<file path="src/vied_defines.svh">
`ifndef VIED_DEFINES_SVH
`define VIED_DEFINES_SVH
// Contract
// - Evaluate only when delivery control is one
// - Only five named events trigger an evaluation
// - Recognize if no window exit, priority class higher
// - Delivery drops any pending recognition
// - Deliver at boundary with interrupts fully unblocked
// - Same slot as window exits, above external
// - Wake from halt and monitor wait only
// - Set in-service bit, servicing vector, priority class
// - Clear request bit, requesting vector becomes highest
// - Dispatch vector through descriptor table, no exit
// - Shadowed read returns priority nibble zero extended
// - Shadowed write stores nibble, then priority virtualization
// - Unshadowed moves reach the real priority register
// - Access page hits exit unless virtualized
// - Virtualized accesses go to virtual controller page
// - Page hit uses final physical address only
// - Operation is iteration, instruction or event delivery
// - In-service bit x at word 100H plus index
// - Request bit x at word 200H plus index
// - Processor priority lives at offset 0A0H

// Register byte offsets within the page
`define VIED_OFF_TASK_PRIO 12'h080
`define VIED_OFF_PROC_PRIO 12'h0a0
`define VIED_OFF_CTRL 12'h800
`define VIED_OFF_GIS 12'h804
`define VIED_OFF_ACC_FRAME 12'h808
`define VIED_OFF_VPG_FRAME 12'h80c
// Upper address bits selecting the in-service and request word groups
`define VIED_ISR_SEL 5'h02
`define VIED_IRR_SEL 5'h04

// Control register bit positions
`define VIED_CTL_VID 0
`define VIED_CTL_IWE 1
`define VIED_CTL_TPRSH 2
`define VIED_CTL_VACC 3

// Masks and reset values
`define VIED_CLASS_MASK 8'hf0
`define VIED_NO_VECTOR 8'h00
`define VIED_CTRL_RST 4'h0
`define VIED_PAGE_BITS 12
`endif

</file>
<file path="src/vied_pkg.sv">
package vied_pkg;
  // Activity state of the core as seen by delivery
  typedef enum logic [2:0] {
    VIED_ACT_ACTIVE,
    VIED_ACT_HALT,
    VIED_ACT_MON_WAIT,
    VIED_ACT_SHUTDOWN,
    VIED_ACT_WAIT_STARTUP
  } vied_activity_t;
  typedef logic [7:0] vied_vector_t;
endpackage

</file>
<file path="src/vied_core.sv">
`timescale 1ns/1ns
`include "vied_defines.svh"
module vied_core import vied_pkg::*; #(
  parameter int PA_W = 44
) (
  input wire logic clock_i,
  input wire logic arst_n_i,
  input wire logic ce_i,
  input wire logic [11:0] reg_addr_i,
  input wire logic [31:0] reg_wdata_i,
  input wire logic reg_wr_i,
  input wire logic reg_rd_i,
  output logic [31:0] reg_rdata_o,
  input wire logic ev_vm_entry_i,
  input wire logic ev_eoi_virt_i,
  input wire logic ev_self_ipi_i,
  input wire vied_vector_t self_ipi_vector_i,
  input wire logic ev_posted_i,
  input wire logic boundary_i,
  input wire logic if_flag_i,
  input wire logic intr_shadow_block_i,
  input wire logic ss_block_i,
  input wire logic higher_event_i,
  input wire vied_activity_t activity_i,
  output logic deliver_o,
  output vied_vector_t deliver_vector_o,
  output logic ext_int_hold_o,
  output logic wake_o,
  output logic recognized_o,
  input wire logic mov_from_tpcr_i,
  input wire logic mov_to_tpcr_i,
  input wire logic [63:0] tpcr_src_i,
  input wire logic [7:0] real_tpr_i,
  output logic [63:0] tpcr_dest_o,
  output logic real_tpr_rd_o,
  output logic real_tpr_wr_o,
  output logic [3:0] real_tpr_wdata_o,
  input wire logic acc_valid_i,
  input wire logic acc_write_i,
  input wire logic acc_virt_ok_i,
  input wire logic [PA_W-1:0] acc_phys_addr_i,
  input wire logic op_end_i,
  output logic acc_exit_o,
  output logic acc_redirect_o,
  output logic [PA_W-1:0] acc_redir_addr_o
);

  localparam int FRAME_W = PA_W - `VIED_PAGE_BITS;

  // Page state; the 256-bit vectors are kept as eight words each
  logic [31:0] isr_word [8];
  logic [31:0] irr_word [8];
  logic [31:0] task_prio;
  logic [31:0] proc_prio;
  logic [3:0] ctrl;
  vied_vector_t req_vec;
  vied_vector_t svc_vec;
  logic [FRAME_W-1:0] acc_frame;
  logic [FRAME_W-1:0] vpg_frame;
  logic recognized;
  logic ppr_req;
  logic eval_req;
  logic op_wr_seen;

  logic vid_en;
  logic iwe;
  logic tpr_shadow;
  logic vacc_en;
  assign vid_en = ctrl[`VIED_CTL_VID];
  assign iwe = ctrl[`VIED_CTL_IWE];
  assign tpr_shadow = ctrl[`VIED_CTL_TPRSH];
  assign vacc_en = ctrl[`VIED_CTL_VACC];

  // Flattened views, bit x at word x[7:5], position x[4:0]
  logic [255:0] irr_flat;
  logic [255:0] isr_flat;
  genvar gw;
  generate
    for (gw = 0; gw < 8; gw++) begin : g_flat
      assign irr_flat[gw*32 +: 32] = irr_word[gw];
      assign isr_flat[gw*32 +: 32] = isr_word[gw];
    end
  endgenerate

  // Highest remaining request once the delivered bit is dropped
  logic [255:0] irr_after;
  vied_vector_t next_req_vec;
  logic irr_any;
  always_comb begin
    irr_after = irr_flat;
    irr_after[req_vec] = 1'b0;
    next_req_vec = `VIED_NO_VECTOR;
    irr_any = 1'b0;
    // Single pass, lowest to highest, so the last hit wins
    for (int i = 0; i < 256; i++) begin
      if (irr_after[i]) begin
        next_req_vec = 8'(i);
        irr_any = 1'b1;
      end
    end
    if (!irr_any) begin
      next_req_vec = `VIED_NO_VECTOR;
    end
  end

  // Delivery decision; halted cores are treated as at a boundary
  logic halted;
  logic wakeable;
  logic deliver_now;
  assign halted = (activity_i == VIED_ACT_HALT) || (activity_i == VIED_ACT_MON_WAIT);
  assign wakeable = halted || (activity_i == VIED_ACT_ACTIVE);
  assign deliver_now = vid_en && recognized && wakeable && (boundary_i || halted) &&
                       if_flag_i && !intr_shadow_block_i && !ss_block_i && !iwe &&
                       !higher_event_i;

  // Mov-to with shadow on counts as task-priority virtualization
  logic tpr_virt;
  assign tpr_virt = mov_to_tpcr_i && tpr_shadow;

  // Pipeline of priority update then evaluation, one cycle each
  always_ff @(posedge clock_i or negedge arst_n_i) begin
    if (!arst_n_i) begin
      ppr_req <= 1'b0;
      eval_req <= 1'b0;
    end else if (ce_i) begin
      ppr_req <= vid_en && (ev_vm_entry_i || tpr_virt || ev_eoi_virt_i);
      eval_req <= vid_en && (ppr_req || ev_self_ipi_i || ev_posted_i);
    end
  end

  // Recognition flag; a same-cycle evaluation sees the post-delivery state
  always_ff @(posedge clock_i or negedge arst_n_i) begin
    if (!arst_n_i) begin
      recognized <= 1'b0;
    end else if (ce_i) begin
      if (eval_req && vid_en) begin
        if (deliver_now) begin
          // Stale state would re-recognize the vector just delivered
          recognized <= !iwe && (next_req_vec[7:4] > req_vec[7:4]);
        end else begin
          recognized <= !iwe && (req_vec[7:4] > proc_prio[7:4]);
        end
      end else if (deliver_now) begin
        recognized <= 1'b0;
      end
    end
  end

  // Guest interrupt status and the in-service and request words
  always_ff @(posedge clock_i or negedge arst_n_i) begin
    if (!arst_n_i) begin
      req_vec <= `VIED_NO_VECTOR;
      svc_vec <= `VIED_NO_VECTOR;
      for (int w = 0; w < 8; w++) begin
        isr_word[w] <= 32'h0;
        irr_word[w] <= 32'h0;
      end
    end else if (ce_i) begin
      if (deliver_now) begin
        isr_word[req_vec[7:5]][req_vec[4:0]] <= 1'b1;
        irr_word[req_vec[7:5]][req_vec[4:0]] <= 1'b0;
        svc_vec <= req_vec;
        req_vec <= next_req_vec;
      end else if (ev_self_ipi_i && vid_en) begin
        irr_word[self_ipi_vector_i[7:5]][self_ipi_vector_i[4:0]] <= 1'b1;
        if (self_ipi_vector_i > req_vec) begin
          req_vec <= self_ipi_vector_i;
        end
      end else if (reg_wr_i) begin
        if (reg_addr_i[11:7] == `VIED_ISR_SEL && reg_addr_i[3:0] == 4'h0) begin
          isr_word[reg_addr_i[6:4]] <= reg_wdata_i;
        end
        if (reg_addr_i[11:7] == `VIED_IRR_SEL && reg_addr_i[3:0] == 4'h0) begin
          irr_word[reg_addr_i[6:4]] <= reg_wdata_i;
        end
        if (reg_addr_i == `VIED_OFF_GIS) begin
          req_vec <= reg_wdata_i[7:0];
          svc_vec <= reg_wdata_i[15:8];
        end
      end
    end
  end

  // Virtual processor priority: delivery, priority virtualization, software
  always_ff @(posedge clock_i or negedge arst_n_i) begin
    if (!arst_n_i) begin
      proc_prio <= 32'h0;
    end else if (ce_i) begin
      if (deliver_now) begin
        proc_prio <= {24'h0, req_vec & `VIED_CLASS_MASK};
      end else if (ppr_req) begin
        if (task_prio[7:4] >= svc_vec[7:4]) begin
          proc_prio <= {24'h0, task_prio[7:0]};
        end else begin
          proc_prio <= {24'h0, svc_vec & `VIED_CLASS_MASK};
        end
      end else if (reg_wr_i && reg_addr_i == `VIED_OFF_PROC_PRIO) begin
        proc_prio <= reg_wdata_i;
      end
    end
  end

  // Virtual task priority; a shadowed move keeps only the nibble
  always_ff @(posedge clock_i or negedge arst_n_i) begin
    if (!arst_n_i) begin
      task_prio <= 32'h0;
    end else if (ce_i) begin
      if (tpr_virt) begin
        task_prio <= {24'h0, tpcr_src_i[3:0], 4'h0};
      end else if (reg_wr_i && reg_addr_i == `VIED_OFF_TASK_PRIO) begin
        task_prio <= reg_wdata_i;
      end
    end
  end

  // Execution controls and page frames, software owned
  always_ff @(posedge clock_i or negedge arst_n_i) begin
    if (!arst_n_i) begin
      ctrl <= `VIED_CTRL_RST;
      acc_frame <= '0;
      vpg_frame <= '0;
    end else if (ce_i && reg_wr_i) begin
      if (reg_addr_i == `VIED_OFF_CTRL) begin
        ctrl <= reg_wdata_i[3:0];
      end
      if (reg_addr_i == `VIED_OFF_ACC_FRAME) begin
        acc_frame <= reg_wdata_i[FRAME_W-1:0];
      end
      if (reg_addr_i == `VIED_OFF_VPG_FRAME) begin
        vpg_frame <= reg_wdata_i[FRAME_W-1:0];
      end
    end
  end

  // Read mux; unmapped offsets return zero
  logic [31:0] rd_mux;
  always_comb begin
    rd_mux = 32'h0;
    if (reg_addr_i[11:7] == `VIED_ISR_SEL && reg_addr_i[3:0] == 4'h0) begin
      rd_mux = isr_word[reg_addr_i[6:4]];
    end else if (reg_addr_i[11:7] == `VIED_IRR_SEL && reg_addr_i[3:0] == 4'h0) begin
      rd_mux = irr_word[reg_addr_i[6:4]];
    end else begin
      case (reg_addr_i)
        `VIED_OFF_TASK_PRIO: rd_mux = task_prio;
        `VIED_OFF_PROC_PRIO: rd_mux = proc_prio;
        `VIED_OFF_CTRL: rd_mux = {28'h0, ctrl};
        `VIED_OFF_GIS: rd_mux = {15'h0, recognized, svc_vec, req_vec};
        `VIED_OFF_ACC_FRAME: rd_mux = 32'(acc_frame);
        `VIED_OFF_VPG_FRAME: rd_mux = 32'(vpg_frame);
        default: rd_mux = 32'h0;
      endcase
    end
  end

  // Read data valid only in the cycle after the strobe
  always_ff @(posedge clock_i or negedge arst_n_i) begin
    if (!arst_n_i) begin
      reg_rdata_o <= 32'h0;
    end else if (ce_i) begin
      reg_rdata_o <= reg_rd_i ? rd_mux : 32'h0;
    end
  end

  // Delivery outputs toward the pipeline and event arbiter
  always_ff @(posedge clock_i or negedge arst_n_i) begin
    if (!arst_n_i) begin
      deliver_o <= 1'b0;
      deliver_vector_o <= `VIED_NO_VECTOR;
      ext_int_hold_o <= 1'b0;
      wake_o <= 1'b0;
      recognized_o <= 1'b0;
    end else if (ce_i) begin
      deliver_o <= deliver_now;
      if (deliver_now) begin
        deliver_vector_o <= req_vec;
      end
      // External interrupts must yield while a delivery is pending
      ext_int_hold_o <= deliver_now || (recognized && vid_en && !iwe);
      wake_o <= deliver_now && halted;
      recognized_o <= recognized;
    end
  end

  // Task-priority control-register moves
  always_ff @(posedge clock_i or negedge arst_n_i) begin
    if (!arst_n_i) begin
      tpcr_dest_o <= 64'h0;
      real_tpr_rd_o <= 1'b0;
      real_tpr_wr_o <= 1'b0;
      real_tpr_wdata_o <= 4'h0;
    end else if (ce_i) begin
      real_tpr_rd_o <= mov_from_tpcr_i && !tpr_shadow;
      real_tpr_wr_o <= mov_to_tpcr_i && !tpr_shadow;
      if (mov_to_tpcr_i && !tpr_shadow) begin
        real_tpr_wdata_o <= tpcr_src_i[3:0];
      end
      if (mov_from_tpcr_i) begin
        if (tpr_shadow) begin
          tpcr_dest_o <= {60'h0, task_prio[7:4]};
        end else begin
          tpcr_dest_o <= {60'h0, real_tpr_i[7:4]};
        end
      end
    end
  end

  // Access page check on the final physical address only
  logic acc_hit;
  logic acc_virt;
  assign acc_hit = vacc_en && acc_valid_i &&
                   (acc_phys_addr_i[PA_W-1:`VIED_PAGE_BITS] == acc_frame);
  // A second access after a virtualized write in one operation exits
  assign acc_virt = acc_virt_ok_i && !op_wr_seen;

  // Operation tracking: cleared at the end of each operation
  always_ff @(posedge clock_i or negedge arst_n_i) begin
    if (!arst_n_i) begin
      op_wr_seen <= 1'b0;
    end else if (ce_i) begin
      if (op_end_i) begin
        op_wr_seen <= 1'b0;
      end else if (acc_hit && acc_virt && acc_write_i) begin
        op_wr_seen <= 1'b1;
      end
    end
  end

  // Exit or redirect decision, one cycle after the access
  always_ff @(posedge clock_i or negedge arst_n_i) begin
    if (!arst_n_i) begin
      acc_exit_o <= 1'b0;
      acc_redirect_o <= 1'b0;
      acc_redir_addr_o <= '0;
    end else if (ce_i) begin
      acc_exit_o <= acc_hit && !acc_virt;
      acc_redirect_o <= acc_hit && acc_virt;
      if (acc_hit && acc_virt) begin
        acc_redir_addr_o <= {vpg_frame, acc_phys_addr_i[`VIED_PAGE_BITS-1:0]};
      end
    end
  end

endmodule

</file>
<file path="config.mk">
export PLATFORM = sky130hd
export DESIGN_NAME = vied_core
export DESIGN_NICKNAME = d
export VERILOG_FILES = /design/src/vied_pkg.sv /design/src/vied_core.sv
export VERILOG_INCLUDE_DIRS = /design/src
export SDC_FILE = /design/constraint.sdc
export NUM_CORES = 2
export LEC_CHECK = 0
export ABC_AREA = 1
export BUFFER_PORTS_ARGS = -buffer_cell sky130_fd_sc_hd__buf_2
export CAP_MARGIN = 20
export CELL_PAD_IN_SITES_DETAIL_PLACEMENT = 2
export CELL_PAD_IN_SITES_GLOBAL_PLACEMENT = 2
export CORE_MARGIN = 2
export CORE_UTILIZATION = 32
export CTS_CLUSTER_SIZE = 8
export DETAILED_ROUTE_END_ITERATION = 12
export GPL_TIMING_DRIVEN = 0
export PLACE_DENSITY = 0.86
export SLEW_MARGIN = 40
export SYNTH_ARGS = -nofsm -noshare
export SYNTH_HDL_FRONTEND = slang
export SYNTH_SLANG_ARGS = --single-unit
</file>
<file path="constraint.sdc">
create_clock -name clock_i -period 12.8 [get_ports clock_i]
set_input_delay 2.56 -clock clock_i [delete_from_list [all_inputs] [get_ports clock_i]]
set_output_delay 2.56 -clock clock_i [all_outputs]
set_load 0.02 [all_outputs]
</file>
# ---- Word-level counts from Yosys, hierarchy flattened
# Cells that the tools add are included.
# W data, S select, Z words.
dict set report classes {
  muxes 565
  n_eq_ne 13
  n_lt_le_gt_ge 16
  n_reduce_logical 78
  bitwise_logic 9
}
# cell count
set ops {}
lappend ops {{$mux W8} 260}
lappend ops {{$mux W256} 8}
lappend ops {{$and A256 B256 Y256} 2}
lappend ops {{$bwmux W256} 2}
lappend ops {{$not A256 Y256} 2}
lappend ops {{$or A256 B256 Y256} 2}
lappend ops {{$mux W32} 15}
lappend ops {{$demux W32 S3} 3}
lappend ops {{$mux W1} 265}
lappend ops {{$bmux W32 S3} 2}
lappend ops {{$pmux W32 S6} 1}
lappend ops {{$eq A12 B12 Y1 const B} 4}
lappend ops {{$logic_and A1 B1 Y1} 36}
lappend ops {{$eq A32 B32 Y1} 1}
lappend ops {{$eq A12 B8 Y1 const B} 2}
lappend ops {{$reduce_and A2 Y1} 11}
lappend ops {{$ge A4 B4 Y1 const B} 3}
lappend ops {{$lt A4 B1 Y1 const B} 3}
lappend ops {{$lt A5 B6 Y1 const B} 2}
lappend ops {{$not A3 Y4} 3}
lappend ops {{$reduce_and A4 Y1} 3}
lappend ops {{$reduce_bool A2 Y1} 6}
lappend ops {{$reduce_bool A3 Y1} 4}
lappend ops {{$demux W1 S5} 2}
lappend ops {{21 further kinds} 39}
dict set report word_totals {
  out_inout_bits 160
  regBits 824
  elab_cells 721
  in_bits 191
}

# ---- Longest topological paths before layout
dict set report logic_depth {
  ltp_word 267
  ltp_mapped 261
  depth_no_buf 261
}

# ---- Worst setup path before layout
# No wires, ideal clock.
dict set report synth_path {
  path_kind {flip-flop to flip-flop}
  start {register req_vec[7]}
  end {register req_vec[0]}
  arrival_time_ns 12.611
  path_buffers 0
  setup_time_ns 0.126
  setup_slack_ns 0.063
  path_stages_with_launch 261
  synth_period_minus_slack_ns 12.737
  required_time_ns 12.674
  cell_sequence {dfrtp_1 -> nor2_1 -> nand2_2 -> nor2_1 -> nor2_1 -> nand2_1 -> nand2_1 -> nand2_1 -> nand2_1 -> nand2_1 -> nand2_1 -> nand2_1 -> nand2_1 -> nand2_1 -> nand2_1 -> nand2_1 -> nand2_1 -> nand2_1 -> [225 not listed] -> nand2_1 -> nand2_1 -> nand2_1 -> nand2_1 -> nand2_1 -> nand2_1 -> nand2_1 -> nand2_1 -> nand2_1 -> nand2_1 -> nand2_1 -> nand2_1 -> nand2_1 -> nand2_1 -> nand2_1 -> nand2_1 -> nand2_1 -> a21oi_1}
}
dict set report synth_via {
  elab_chain_len 264
  word_cells_on_any_way 523
  cone_classes {order compare: 3; eq/ne: 1; mux: 515; bitwise: 2; reduce/logical: 2}
}
# element line_no
set synth_rtl {}
lappend synth_rtl {{from (decl)} vied_core.sv:56} ;# vied_vector_t req_vec;
lappend synth_rtl {{from (signal assigned)} vied_core.sv:152} ;# req_vec <= `VIED_NO_VECTOR;
lappend synth_rtl {{from (signal assigned)} vied_core.sv:163} ;# req_vec <= next_req_vec;
lappend synth_rtl {{from (signal assigned)} vied_core.sv:167} ;# req_vec <= self_ipi_vector_i;
lappend synth_rtl {{$lt A8 B9 Y1 (implied by the code) or $ge A8 B1 Y1 (tied branches)} vied_core.sv:91} ;# irr_after[req_vec] = 1'b0;
lappend synth_rtl {{$logic_and A1 B1 Y1 (implied by the code)} vied_core.sv:91}
lappend synth_rtl {{$mux W1 (implied by the code)} vied_core.sv:91}
lappend synth_rtl {{$demux W1 S8} vied_core.sv:91}
lappend synth_rtl {{$not A256 Y256 (no source line)} n/a}
lappend synth_rtl {{$and A256 B256 Y256 (no source line)} n/a}
lappend synth_rtl {{$mux W1 (256 in series)} vied_core.sv:96} ;# if (irr_after[i]) begin
lappend synth_rtl {{$mux W8} vied_core.sv:101} ;# if (!irr_any) begin
lappend synth_rtl {{$mux W8} vied_core.sv:159} ;# if (deliver_now) begin
# Parallel ways exist; a longest one is shown, timed or not.
# A chain may end at the register's enable or synchronous reset.

# ---- Final worst setup path
dict set report layout_path {
  start {register req_vec[0]}
  end {register req_vec[0]}
}
# Same word-level chain as after synthesis.

==> impl_metrics.toml <==
[global_routing]
grt_antenna_before_repair = 90
grt_pass1_wl_um = 603000
grt_overflow = 0
grt_util_all_layers_pct = 59.2
grt_pass1_vias = 64300
grt_max_degree = 101

[layout]
synthToLayoutAreaGrowth_pct = 20.9
final-seq-area_mm2 = 0.0191
fillerInstances = 17400
drive_gt1_share_pct = 13.5
postLayoutCellArea_mm2 = 0.0579
multi_input_area_mm2 = 0.0250
layout.nets = 7526

[yosys]
synth_area_mm2 = 0.0479
yosysMostFrequentCell = "nand2_1"
ys.flop_type = "dfrtp_1"
synth.distinct_cells = 49
yosys.area.top_type = "dfrtp_1"
synth_top_family_by_area = "compound AO/OA/AOI/OAI gates"
synth_area_leaders = "dfrtp_1 40%, nand2_1 9.9%, nor2_1 7.9%, o21ai_0 7.3%, a21oi_1 6.5%"
synth-simple-area-share_pct = 20.8
synth-seq-cells = 764
synth_edf_count = 0
synth-seq-area-share_pct = 39.9
synth_xor_area_share_pct = 0.293
ys_top_cells_by_count = "1262 x nand2_1, 1009 x nor2_1, 764 x dfrtp_1, 699 x o21ai_0, 688 x inv_1"
synth_compound_area_share_pct = 27.6
syn_avg_cell_area_um2 = 7.00
yosys_warnings = 0
synth.top_cell.area_share_pct = 39.9
syn_inst = 6840
synthAdderAreaFrac_pct = 0.523
synth_mux_area_share_pct = 0.0941
async_flop_share_pct = 100

[die]
io_pins = 351
die_w_um = 391
core_mm2 = 0.148
die_h_um = 391
dieArea_mm2 = 0.153
rows = 141
start_util_pct = 32.3

[clock_network]
h-tree-depth = 3
clk_pin_slew_ns = 0.06
hold_buffers = 0
clock_path_buffers = 3
insertion_delay_ns = 0.82
cts_root_buf = "clkbuf_16"
numCtsBuffers = 109
tritoncts = "built"
cts.sinks = 764

[detailed_routing]
route.detailed.drc = 0
routedWlPerCell_um = 49.8
drtIter0Drc = 10900
totalWireLength_um = 466000
viasPerCell = 7.23
dr.pass1.iters = 9
drtAntennaViolNets = 0
dr_total_vias = 67600

[sta]
finalSetupTns_ns = -7.50
maxSlewViolCount = 0
skew_ns = 0.0541
max_slew_margin_pct = 24.4
finalCritPeriodShare_pct = 148
rsz0062_at_grt = "true"
layout_setup_ws_ns = -6.14
fmax_mhz = 52.8
worst_pin_slew_ns = 1.13
finalSetupViolCount = 2
min_period_ns = 18.94
hold_viol = 0

[setup_path]
cp_common_cell = "nand2_1"
worstSetupEndpointType = "register"
start_kind = "register"
crit_fanout = 6
r2r_start = "req_vec[0]"
crit_path_top_delay_cell = "inv_1"
r2r-end = "req_vec[0]"
reg2reg_slack_ns = -6.14
critPathBufInv = 3
critical_path.top_delay_family = "simple AND/OR/NAND/NOR gates"
cpPeakStageDelay_ns = 0.57
critPathKind = "reg -> reg"
crit_required_ns = 13.49
crit_path_start = "req_vec[0]"
arrival_ns = 19.63
reg2regPathDepth = 247

[pwr]
p_leak_uw = 0.0264
comb_power_share_pct = 11.7
p_total_uw = 6130
power_density_mw_per_mm2 = 106
seqPwrFrac_pct = 40.2
p_int_uw = 4160
vdd_drop_max_uv = 111
p_sw_uw = 1970
switching_share_pct = 32.2
clockPowerShare_pct = 48.1

[place]
place_congestion = 1.18
hpwl_um = 357000
post-place-ws_ns = -6.73
io_buffers = 214
placed_area_mm2 = 0.0538

[job]
cap_violations = 0

[hold_path]
hold_end = "acc_redir_addr_o[1]"
holdPathStages = 2
holdCritPathClass = "reg -> reg"
worstHoldStart = "acc_redir_addr_o[1]"

[run_status]
status = "complete, but fails checks"
violations = "negative setup slack"
==> power groups by stage <==
stage	Sequential (uW)	Clock [uW]	Combinational, uW
final	2460	2950	715
after global routing	2460	2980	685
after detailed placement	2500	0	621
after floorplan	2500	0	206
after global placement	2500	0	570
after CTS	2460	2900	633
==> per-layer routing <==
metal,part of all wire [%],track usage [%],up-vias
met2,37,76.8,6835
met3,16,35.9,2406
met5,0.19,1.98,-
li1,-,-,24200
met4,12,54.3,62
met1,34,65.9,34000
==> layout make-up <==
type                            instances  share of cell area (%)
Antenna cell                           75                   0.324
Buffer                                549                    4.58
Clock buffer                          131                    5.05
Clock inverter                          8                   0.329
Inverter                              728                    4.82
Multi-Input combinational cell       4858                    43.1
Sequential cell                       764                    33.1
Tap cell                             1930                    4.17
Timing Repair Buffer                  305                    4.53
==> layout by cell type (no fill, tap or decap), types with 15 or more instances in the layout <==
| cell type | count |
|---|---|
| a32oi_1 | 67 |
| inv_1 | 678 |
| nor2_2 | 53 |
| clkbuf_2 | 152 |
| buf_16 | 37 |
| clkinv_1 | 15 |
| buf_8 | 16 |
| o32a_1 | 15 |
| conb_1 | 60 |
| buf_4 | 120 |
| o22ai_1 | 384 |
| xor2_1 | 15 |
| o211ai_1 | 23 |
| nand2_2 | 42 |
| nor2_4 | 48 |
| a31oi_1 | 60 |
| dfrtp_1 | 756 |
| clkbuf_1 | 270 |
| a211oi_1 | 33 |
| a32o_1 | 16 |
| o41ai_1 | 19 |
| o31ai_1 | 16 |
| o221ai_1 | 101 |
| inv_2 | 16 |
| diode_2 | 75 |
| clkbuf_16 | 110 |
| nand2_1 | 1212 |
| nor3_1 | 151 |
| nor4_1 | 15 |
| a21oi_1 | 617 |
| buf_2 | 254 |
| nor2_1 | 909 |
| nand3_1 | 71 |
| o21ai_0 | 693 |
| a221oi_1 | 25 |
| a2bb2oi_1 | 15 |
| ha_1 | 20 |
==> how the worst max path moves through the flow <==
stage	endpoint	slack [ns]	cells past startpoint
after floorplan	req_vec[0]	0.06	260
after CTS	req_vec[0]	-5.08	257
final	req_vec[0]	-6.14	247
after detailed placement	req_vec[0]	-6.73	255
after global placement	irr_flat[86]	-9.56	1
after global routing	req_vec[0]	-7.62	261
==> per-stage QoR <==
step / std cells / hold slack (ns) / utilization (%)
after global routing: 9279 / 0.509 / 38.9
after global placement: 9043 / 0.448 / 34.8
final: 9348 / 0.485 / 39.0
after floorplan: 6899 / 0.442 / -
after detailed placement: 9110 / 0.459 / 36.3
after CTS: 9270 / 0.481 / 38.7
==> flip-flops by register name, indices dropped and copies added, names as in the netlist, 32 cells and up <==
signal / cells
irr_flat: 256
isr_flat: 256
acc_redir_addr_o: 44
acc_frame: 32
proc_prio: 32
reg_rdata_o: 32
task_prio: 32
vpg_frame: 32
==> worst reg2reg max path, delay by kind of cell (launching register included) <==
family / cells / cell delay, ns
AO/OA/AOI/OAI: 1 / 0.07
buffers and inverters: 3 / 0.83
flip-flops: 1 / 0.46
AND/OR/NAND/NOR: 243 / 17.46
==> logic make-up (layout without fill, tap and decap cells) <==
family,after synthesis,in the layout
flip-flops,764,764
AND/OR/NAND/NOR,2546,2546
adder cells (fa/ha/maj),20,20
multiplexers,4,4
buffers and inverters,1277,1721
AO/OA/AOI/OAI,2212,2212
XOR/XNOR,16,16
other,1,135
==> timing repair <==
item | CTS | global route
endpoints found under the setup margin | 2 | 2
gates resized for setup | 103 | 17
buffers inserted | 21 | 2
pin swaps | 19 | 4
Power figures use the tool's default switching activity.
